==> config.mk <==
export PLATFORM = sky130hd
export DESIGN_NAME = sos_top
export DESIGN_NICKNAME = d
export VERILOG_FILES = /design/src/rtl/sos_pkg.sv /design/src/rtl/sos_top.sv
export SDC_FILE = /design/constraint.sdc
export NUM_CORES = 1
export LEC_CHECK = 0
export BUFFER_PORTS_ARGS = -buffer_cell sky130_fd_sc_hd__buf_2
export CORE_MARGIN = 2
export CORE_UTILIZATION = 50
export DETAILED_ROUTE_END_ITERATION = 16
export PLACE_DENSITY = 0.72
export SLEW_MARGIN = 30
export SYNTH_ARGS = -nofsm -noshare
export SYNTH_HDL_FRONTEND = slang
export SYNTH_SLANG_ARGS = --single-unit
export TNS_END_PERCENT = 50
==> constraint.sdc <==
create_clock -name clock -period 8.9 [get_ports clock]
set_clock_uncertainty 0.15 [all_clocks]
set_input_delay 1.78 -clock clock [delete_from_list [all_inputs] [get_ports clock]]
set_output_delay 1.78 -clock clock [all_outputs]
set_load 0.01 [all_outputs]
==> src/rtl/sos_pkg.sv <==
/*
  package for the system oscillator select block: register offsets,
  field positions, reset values, encodings and oscillator rate constants.
  assumes a 50 MHz register clock and 32-bit AXI4-Lite data.
*/
package sos_pkg;
  // clock rate of the block
  localparam longint CLK_HZ = 64'd50000000;
  // oscillator nominal rates in Hz
  localparam longint RC_8M_HZ  = 64'd8000000;
  localparam longint RC_12M_HZ = 64'd12000000;
  localparam longint RC_16M_HZ = 64'd16000000;
  localparam longint SLOW_RC_HZ = 64'd32000;
  localparam longint SLOW_XTAL_MHZ = 64'd32768; // 32.768 kHz, in mHz/1000
  // phase steps of the 32-bit rate generators
  localparam logic [31:0] INC_RC_8M  = 32'((RC_8M_HZ << 32) / CLK_HZ);
  localparam logic [31:0] INC_RC_12M = 32'((RC_12M_HZ << 32) / CLK_HZ);
  localparam logic [31:0] INC_RC_16M = 32'((RC_16M_HZ << 32) / CLK_HZ);
  localparam logic [31:0] INC_SLOW_RC = 32'((SLOW_RC_HZ << 32) / CLK_HZ);
  // byte offsets of the registers
  localparam logic [4:0] OFS_SYSCTL = 5'h00;
  localparam logic [4:0] OFS_RCF  = 5'h04;
  localparam logic [4:0] OFS_XS   = 5'h08;
  localparam logic [4:0] OFS_PINS = 5'h0C;
  // system clock control field positions
  localparam int SYSCTL_SEL_LSB = 5;
  localparam int SYSCTL_FAST_SRC = 3;
  localparam int SYSCTL_SLOW_SRC = 2;
  localparam int SYSCTL_FHIDEN = 1;
  localparam int SYSCTL_FSIDEN = 0;
  // fast rc control field positions
  localparam int RCF_FREQ_LSB = 2;
  localparam int RCF_READY = 1;
  // slow crystal control field positions
  localparam int XS_SPEEDUP = 2;
  localparam int XS_READY = 1;
  localparam int XS_ENABLE = 0;
  // pin sharing field position
  localparam int PINS_OSC = 0;
  // encodings
  localparam logic [2:0] SEL_SLOW = 3'h7;
  localparam logic FAST_SRC_XTAL = 1'b0;
  localparam logic FAST_SRC_RC = 1'b1;
  localparam logic SLOW_SRC_RC = 1'b0;
  localparam logic SLOW_SRC_XTAL = 1'b1;
  localparam logic [1:0] FREQ_8M = 2'h0;
  localparam logic [1:0] FREQ_12M = 2'h1;
  localparam logic [1:0] FREQ_16M = 2'h2;
  // reset values
  localparam logic [2:0] RST_SEL = 3'h0;
  localparam logic [1:0] RST_FREQ = FREQ_8M;
  localparam logic RST_SPEEDUP = 1'b1;
  // slow crystal start-up, in crystal cycles
  localparam logic [12:0] SU_START_CYC = 13'h0400;
  localparam logic [12:0] LP_START_CYC = 13'h1000;
  // AXI responses
  localparam logic [1:0] RESP_OKAY = 2'h0;
  localparam logic [1:0] RESP_SLVERR = 2'h2;
endpackage : sos_pkg

==> src/rtl/sos_top.sv <==
/*
  system oscillator select: chooses fast and slow oscillator paths,
  divides the fast path, models the fast rc trim rates and the slow
  crystal start-up, and issues one-cycle clock enables.
  assumes one 50 MHz clock, crystal signals arriving on pins, a cpu
  halt level from logic on the same clock, and an AXI4-Lite master.
*/
// Functional notes
// - select field picks fast or slow path, live
// - low-speed select bit picks slow crystal or rc
// - high-speed select bit picks fast crystal or rc
// - fast rc runs at 8, 12 or 16 MHz
// - one fast and one slow source always chosen
// - slow crystal usable only after start-up delay
// - speed-up bit: one fast start, zero low power
// - low power mode only lengthens start-up
// - crystal mode frozen while it clocks system
// - pin-sharing bit gives crystal pins oscillator or io
// - halt stops system clock, peripherals may run
// - slow rc 32 kHz, slow crystal 32.768 kHz
// - fast path divided by 1 to 64
`timescale 1ns/10ps
module sos_top
  import sos_pkg::*;
(
  // clock and reset
  input  wire logic        clock,
  input  wire logic        rst_n,
  // oscillator pins and halt
  input  wire logic        fastXtalIn,
  input  wire logic        slowXtalIn,
  input  wire logic        cpuHalt,
  // clock enables and status
  output logic             sysClkEn,
  output logic             fastPeriphEn,
  output logic             slowPeriphEn,
  output logic             slowXtalPinsOsc,
  // axi write address
  input  wire logic        s_axi_awvalid,
  output logic             s_axi_awready,
  input  wire logic [4:0]  s_axi_awaddr,
  // axi write data
  input  wire logic        s_axi_wvalid,
  output logic             s_axi_wready,
  input  wire logic [31:0] s_axi_wdata,
  input  wire logic [3:0]  s_axi_wstrb,
  // axi write response
  output logic             s_axi_bvalid,
  input  wire logic        s_axi_bready,
  output logic [1:0]       s_axi_bresp,
  // axi read address
  input  wire logic        s_axi_arvalid,
  output logic             s_axi_arready,
  input  wire logic [4:0]  s_axi_araddr,
  // axi read data
  output logic             s_axi_rvalid,
  input  wire logic        s_axi_rready,
  output logic [31:0]      s_axi_rdata,
  output logic [1:0]       s_axi_rresp
);

  // whole state of the block
  typedef struct packed {
    logic        awHave;     // write address held
    logic [4:0]  awAddr;     // held write address
    logic        wHave;      // write data held
    logic [7:0]  wData;      // held low write byte
    logic        wStrb0;     // held low byte enable
    logic        awReady;    // write address ready
    logic        wReady;     // write data ready
    logic        bValid;     // write response valid
    logic [1:0]  bResp;      // write response code
    logic        arReady;    // read address ready
    logic        rValid;     // read data valid
    logic [7:0]  rData;      // read data byte
    logic [1:0]  rResp;      // read response code
    logic [2:0]  clkSel;     // sys_clk_select_field
    logic        fastSrcSel; // high_speed_src_sel
    logic        slowSrcSel; // low_speed_src_sel
    logic        fhiden;     // fast peripheral clock in halt
    logic        fsiden;     // slow peripheral clock in halt
    logic [1:0]  rcFreq;     // rc_fast_freq_sel
    logic        xsEn;       // xtal_slow_enable
    logic        xsSpeedup;  // xtal_slow_speedup
    logic        xsReady;    // slow crystal started
    logic [12:0] xsCnt;      // start-up crystal cycles
    logic        pinOsc;     // crystal pins serve the oscillator
    logic [1:0]  fxSync;     // fast crystal synchroniser
    logic        fxPrev;     // fast crystal last level
    logic [1:0]  sxSync;     // slow crystal synchroniser
    logic        sxPrev;     // slow crystal last level
    logic [31:0] rcAcc;      // fast rc phase
    logic [31:0] slowRcAcc;  // slow rc phase
    logic [5:0]  divCnt;     // fast path divider count
    logic        sysEn;      // system clock enable
    logic        fastEn;     // fast peripheral enable
    logic        slowEn;     // slow peripheral enable
  } sos_state_t;

  sos_state_t s_q;  // registered state
  sos_state_t s_d;  // next state

  // combinational ticks, shared with the checks
  logic        rcTick;      // fast rc edge
  logic        slowRcTick;  // slow rc edge
  logic        fxTick;      // fast crystal edge
  logic        xtalTick;    // slow crystal edge
  logic        fastTick;    // chosen fast source edge
  logic        slowTick;    // chosen slow source edge
  logic        divPulse;    // divided fast path edge
  logic        xtalActive;  // slow crystal drives the system clock
  logic [32:0] rcSum;       // fast rc phase step
  logic [32:0] slowRcSum;   // slow rc phase step

  // address decode shared by both channels
  function automatic logic isMapped(input logic [4:0] a);
    isMapped = (a == OFS_SYSCTL) || (a == OFS_RCF) || (a == OFS_XS) || (a == OFS_PINS);
  endfunction : isMapped

  // phase step of the fast rc for a frequency code
  function automatic logic [31:0] rcInc(input logic [1:0] f);
    case (f)
      FREQ_12M: rcInc = INC_RC_12M;
      FREQ_16M: rcInc = INC_RC_16M;
      default:  rcInc = INC_RC_8M;  // unused code runs at the lowest rate
    endcase
  endfunction : rcInc

  // next-state logic
  always_comb begin
    s_d = s_q;
    // oscillator models
    rcSum = {1'b0, s_q.rcAcc} + {1'b0, rcInc(s_q.rcFreq)};
    slowRcSum = {1'b0, s_q.slowRcAcc} + {1'b0, INC_SLOW_RC};
    rcTick = rcSum[32];
    slowRcTick = slowRcSum[32];
    s_d.rcAcc = rcSum[31:0];
    s_d.slowRcAcc = slowRcSum[31:0];
    // pin synchronisers and edge detect
    s_d.fxSync = {s_q.fxSync[0], fastXtalIn};
    s_d.sxSync = {s_q.sxSync[0], slowXtalIn};
    s_d.fxPrev = s_q.fxSync[1];
    s_d.sxPrev = s_q.sxSync[1];
    fxTick = s_q.fxSync[1] & ~s_q.fxPrev;
    // crystal edges count only while pins serve the oscillator
    xtalTick = s_q.sxSync[1] & ~s_q.sxPrev & s_q.pinOsc & s_q.xsEn;
    // source choice: one bit each, so no empty selection exists
    fastTick = (s_q.fastSrcSel == FAST_SRC_RC) ? rcTick : fxTick;
    slowTick = (s_q.slowSrcSel == SLOW_SRC_XTAL) ? (xtalTick & s_q.xsReady)
                                                 : slowRcTick;
    xtalActive = (s_q.clkSel == SEL_SLOW) && (s_q.slowSrcSel == SLOW_SRC_XTAL);
    // fast path divider, ratio 2**select
    divPulse = 1'b0;
    if (fastTick) begin
      if (s_q.divCnt >= 6'((7'h01 << s_q.clkSel) - 7'h01)) begin
        s_d.divCnt = 6'h00;
        divPulse = 1'b1;
      end else begin
        s_d.divCnt = s_q.divCnt + 6'h01;
      end
    end
    // system and peripheral enables
    s_d.sysEn = ~cpuHalt & ((s_q.clkSel == SEL_SLOW) ? slowTick : divPulse);
    s_d.fastEn = fastTick & (~cpuHalt | s_q.fhiden);
    s_d.slowEn = slowTick & (~cpuHalt | s_q.fsiden);
    // slow crystal start-up
    if (!s_q.xsEn) begin
      s_d.xsCnt = 13'h0000;
      s_d.xsReady = 1'b0;
    end else if (xtalTick && !s_q.xsReady) begin
      s_d.xsCnt = s_q.xsCnt + 13'h0001;
      // low power start takes longer, running is identical
      if (s_d.xsCnt >= (s_q.xsSpeedup ? SU_START_CYC : LP_START_CYC)) begin
        s_d.xsReady = 1'b1;
      end
    end
    // write address and data taken in either order
    if (s_axi_awvalid && s_q.awReady) begin
      s_d.awHave = 1'b1;
      s_d.awAddr = s_axi_awaddr;
      s_d.awReady = 1'b0;
    end
    if (s_axi_wvalid && s_q.wReady) begin
      s_d.wHave = 1'b1;
      s_d.wData = s_axi_wdata[7:0];
      s_d.wStrb0 = s_axi_wstrb[0];
      s_d.wReady = 1'b0;
    end
    // register write once both halves are in
    if (s_q.awHave && s_q.wHave && !s_q.bValid) begin
      s_d.awHave = 1'b0;
      s_d.wHave = 1'b0;
      s_d.bValid = 1'b1;
      s_d.bResp = isMapped(s_q.awAddr) ? RESP_OKAY : RESP_SLVERR;
      if (s_q.wStrb0) begin
        case (s_q.awAddr)
          OFS_SYSCTL: begin
            s_d.clkSel = s_q.wData[SYSCTL_SEL_LSB +: 3];
            s_d.fastSrcSel = s_q.wData[SYSCTL_FAST_SRC];
            s_d.slowSrcSel = s_q.wData[SYSCTL_SLOW_SRC];
            s_d.fhiden = s_q.wData[SYSCTL_FHIDEN];
            s_d.fsiden = s_q.wData[SYSCTL_FSIDEN];
          end
          OFS_RCF: begin
            s_d.rcFreq = s_q.wData[RCF_FREQ_LSB +: 2];
          end
          OFS_XS: begin
            s_d.xsEn = s_q.wData[XS_ENABLE];
            // mode is frozen while the crystal clocks the system
            if (!xtalActive) begin
              s_d.xsSpeedup = s_q.wData[XS_SPEEDUP];
            end
          end
          OFS_PINS: begin
            s_d.pinOsc = s_q.wData[PINS_OSC];
          end
          default: begin
            // unmapped: nothing stored
          end
        endcase
      end
    end
    // write response handshake reopens both channels
    if (s_q.bValid && s_axi_bready) begin
      s_d.bValid = 1'b0;
      s_d.awReady = 1'b1;
      s_d.wReady = 1'b1;
    end
    // read channel
    if (s_axi_arvalid && s_q.arReady) begin
      s_d.arReady = 1'b0;
      s_d.rValid = 1'b1;
      s_d.rResp = isMapped(s_axi_araddr) ? RESP_OKAY : RESP_SLVERR;
      case (s_axi_araddr)
        OFS_SYSCTL: begin
          s_d.rData = {s_q.clkSel, 1'b0, s_q.fastSrcSel, s_q.slowSrcSel, s_q.fhiden, s_q.fsiden};
        end
        OFS_RCF: begin
          s_d.rData = {4'h0, s_q.rcFreq, 1'b1, 1'b0};
        end
        OFS_XS: begin
          s_d.rData = {5'h00, s_q.xsSpeedup, s_q.xsReady, s_q.xsEn};
        end
        OFS_PINS: begin
          s_d.rData = {7'h00, s_q.pinOsc};
        end
        default: begin
          s_d.rData = 8'h00;
        end
      endcase
    end else if (s_q.rValid && s_axi_rready) begin
      s_d.rValid = 1'b0;
      s_d.arReady = 1'b1;
    end
  end

  // state register
  always_ff @(posedge clock or negedge rst_n) begin
    if (!rst_n) begin
      s_q <= '0;
      s_q.awReady <= 1'b1;
      s_q.wReady <= 1'b1;
      s_q.arReady <= 1'b1;
      s_q.clkSel <= RST_SEL;
      s_q.rcFreq <= RST_FREQ;
      s_q.xsSpeedup <= RST_SPEEDUP;
    end else begin
      s_q <= s_d;
    end
  end

  // outputs straight from the state register
  assign sysClkEn = s_q.sysEn;
  assign fastPeriphEn = s_q.fastEn;
  assign slowPeriphEn = s_q.slowEn;
  assign slowXtalPinsOsc = s_q.pinOsc;
  assign s_axi_awready = s_q.awReady;
  assign s_axi_wready = s_q.wReady;
  assign s_axi_bvalid = s_q.bValid;
  assign s_axi_bresp = s_q.bResp;
  assign s_axi_arready = s_q.arReady;
  assign s_axi_rvalid = s_q.rValid;
  assign s_axi_rdata = {24'h000000, s_q.rData};
  assign s_axi_rresp = s_q.rResp;
endmodule : sos_top

==> results.toml <==
[timing]
hold_viol_final = 0
worst-slew-pin-transition_ns = 0.914
fin_ws_ns = 5.01
layout_min_cycle_time_ns = 3.89
fin_crit_sh_pct = 43.7
grt_setup_unrepaired = "false"
setup_viol = 0
slew_headroom_pct = 38.9
setup_tns_ns = 0
fmax_mhz = 257
drv_slew = 0

[setup_path]
cp_top_family = "compound AO/OA/AOI/OAI gates"
worstSetupStartpointType = "flop"
critical_path.n_buffers_inverters = 3
setup.worst_path.end_class = "flop"
arrival_ns = 4.02
max_stage_delay_ns = 0.89
worstPathCellList = "inv_1, ha_1, inv_1, ha_1, inv_1, ha_1, nand2b_1, a31o_2, nand3_1, a21oi_1, a2111oi_1, o21ai_0, xor2_1"
slowest_stage = "a2111oi_1"
worstSetupPathType = "flop to flop"
rr_worst_depth = 13
crit_fanout = 6
cp.depth = 13
required_ns = 9.03

[floorplan]
fp.dieW_um = 125
num_rows = 44
core_area_um2 = 14400
dieArea_um2 = 15700
start_util_pct = 50.9
ios = 101
die_height_um = 125

[logic_synthesis]
synth-main-ff-cell = "dfrtp_1"
async_flop_share_pct = 100
synth_edf_count = 0
syn-cell-area_um2 = 7340
synth_top_cell_by_area = "dfrtp_1"
synth-seq-cells = 134
yosys_warnings = 0
synth.avg_cell_area_um2 = 10.2
synthTopCellsByArea = "dfrtp_1 (44%), ha_1 (6.3%), xnor2_1 (4.8%)"
netlist-cell-type-count = 70
synth.most_common_cell = "dfrtp_1"
yosysSeqAreaShare_pct = 45.8
syn_inst = 722
synth_top_area_share_pct = 44.3
synth_top_cells_by_count = "dfrtp_1 (130), nand2_1 (51), buf_4 (40), xnor2_1 (40)"

[detailed_routing]
drt_wl_total_um = 14500
antenna_left = 0
viasPerCell = 5.51
routed-via-count = 5258
wl_per_cell_um = 15.2
drc_errors = 0
drt_first_pass_iters = 4
drtIter0Drc = 328

[worst_hold_path]
timing.hold.worst_path_depth = 0
hp-class = "flop to flop"

[cts]
root_buffer = "clkbuf_16"
clk_pin_slew_ns = 0.06
post_cts_buffers = 0
cts-buffers-inserted = 17
cts_hold_buf = 0
ctsResizeCount = 0
cts.path.max_buffers = 2
clk_latency_ns = 0.42
cts_tree = "done"
cts_sinks = 134
htreeDepth = 4

[place]
io_buffers = 45
place_hpwl_um = 10100
place_congestion = 0.863
dp_slack_ns = 5.17

[final_layout]
nFillCells = 1207
areaGrowthSynthToFinish_pct = 11.4
drive_gt1_share_pct = 14.5
utilization_pct = 56.7
fin_nets = 850
n_antenna_cell = 0

[grt]
grt_pass1_wl_um = 24700
grt_max_degree = 75
overflow = 0
track_usage_pct = 19.3
first_global_vias = 5223
antenna_found_initial = 0

[pwr]
p_comb_share_pct = 44.5
power.internal_uw = 1820
p_total_uw = 2970
vdd_ir_drop_max_mv = 0.180
p_clk_share_pct = 25.1
leakage_uw = 0.00369
pwr-share-seq_pct = 30.4
power.share.switching_pct = 38.7
power_density_nw_per_um2 = 363
switching_power_uw = 1150

[job]
maxCapViolCount = 0

[outcome]
outcome = "completed"
==> per-stage QoR <==
step,std cells,area [um2],hold WS (ns)
2_1_floorplan,748,7440,0.181
3_3_place_gp,922,7540,0.199
3_5_place_dp,922,7540,0.190
4_1_cts,954,8170,0.205
5_1_grt,954,8180,0.206
6_report,954,8180,0.204
==> state kept, by name, summed over array words and instances (netlist names) <==
| signal | flops |
|---|---|
| s_axi_wready | 1 |
| s_axi_awready | 1 |
| s_axi_rvalid | 1 |
| s_axi_bresp | 1 |
| s_axi_rdata | 7 |
| s_axi_bvalid | 1 |
| slowPeriphEn | 1 |
| s_axi_rresp | 1 |
| sysClkEn | 1 |
| s_q | 112 |
| s_d | 4 |
| s_axi_arready | 1 |
| fastPeriphEn | 1 |
| slowXtalPinsOsc | 1 |
==> layer usage <==
metal / global-route usage [%] / part of all wire [%]
met5: 0 / 0
met2: 31.7 / 49
met4: 6.47 / 1.4
met3: 4.96 / 3.6
met1: 25.2 / 46
==> kinds of logic (layout without fill, tap and decap cells) <==
logic type	after synthesis	count (layout)	share of synthesized area [%]
and+or+nand+nor	220	220	15.8
AOI/OAI and AO/OA	146	146	13.2
DFF	134	134	45.8
buffers and inverters	87	109	6.55
xor gates and xnor gates	72	72	8.59
adders and majority gates	37	37	6.31
muxes	25	25	3.75
other	1	27	0.0511
==> cells in the final DEF, fill, tap and decap left out, types with 7 or more instances in the layout <==
| cell | instances |
|---|---|
| a21o_1 | 7 |
| xnor2_1 | 40 |
| dfrtp_1 | 130 |
| o21ai_0 | 26 |
| conb_1 | 27 |
| nand3_1 | 31 |
| a21oi_1 | 38 |
| mux2_2 | 20 |
| inv_1 | 31 |
| o21a_1 | 8 |
| ha_1 | 37 |
| nor2b_1 | 8 |
| clkbuf_16 | 17 |
| xor2_1 | 32 |
| nand2_1 | 51 |
| buf_2 | 44 |
| o21ai_1 | 12 |
| and3_1 | 8 |
| nand2b_1 | 12 |
| and2_1 | 17 |
| nor2_1 | 38 |
| nor3_1 | 11 |
| nand4_1 | 16 |
==> area by class of cell <==
type,instances,area [um2],share of cell area (%)
tap,184,230,2.82
timing repair buffer,46,243,2.97
clock inverter,11,173,2.11
multi-input combinational,527,3600,44.0
clock buffer,21,460,5.63
sequential,134,3360,41.1
inverter,31,116,1.42
==> power groups by stage <==
stage / clock, uW / sequential (uW) / combinational (uW)
finish: 746 / 905 / 1320
detailed placement: 0 / 912 / 1300
global route: 791 / 927 / 1480
global placement: 0 / 903 / 1240
floorplan: 0 / 868 / 1080
CTS: 762 / 903 / 1320
==> final timing paths <==
| check | slack, ns | start | to |
|---|---|---|---|
| worst min register to register | 0.20 | s_d[75] | s_d[73] |
| worst max-delay path | 5.01 | s_q[96] | s_q[71] |
| worst max register to register | 5.01 | s_q[96] | s_q[71] |
| min in group asynchronous | 1.18 | rst_n | s_q[50] |
| max in group asynchronous | 6.40 | rst_n | s_q[98] |
| worst min-delay path | 0.20 | s_d[75] | s_d[73] |
Note: power is estimated with default switching activity, not from simulation.
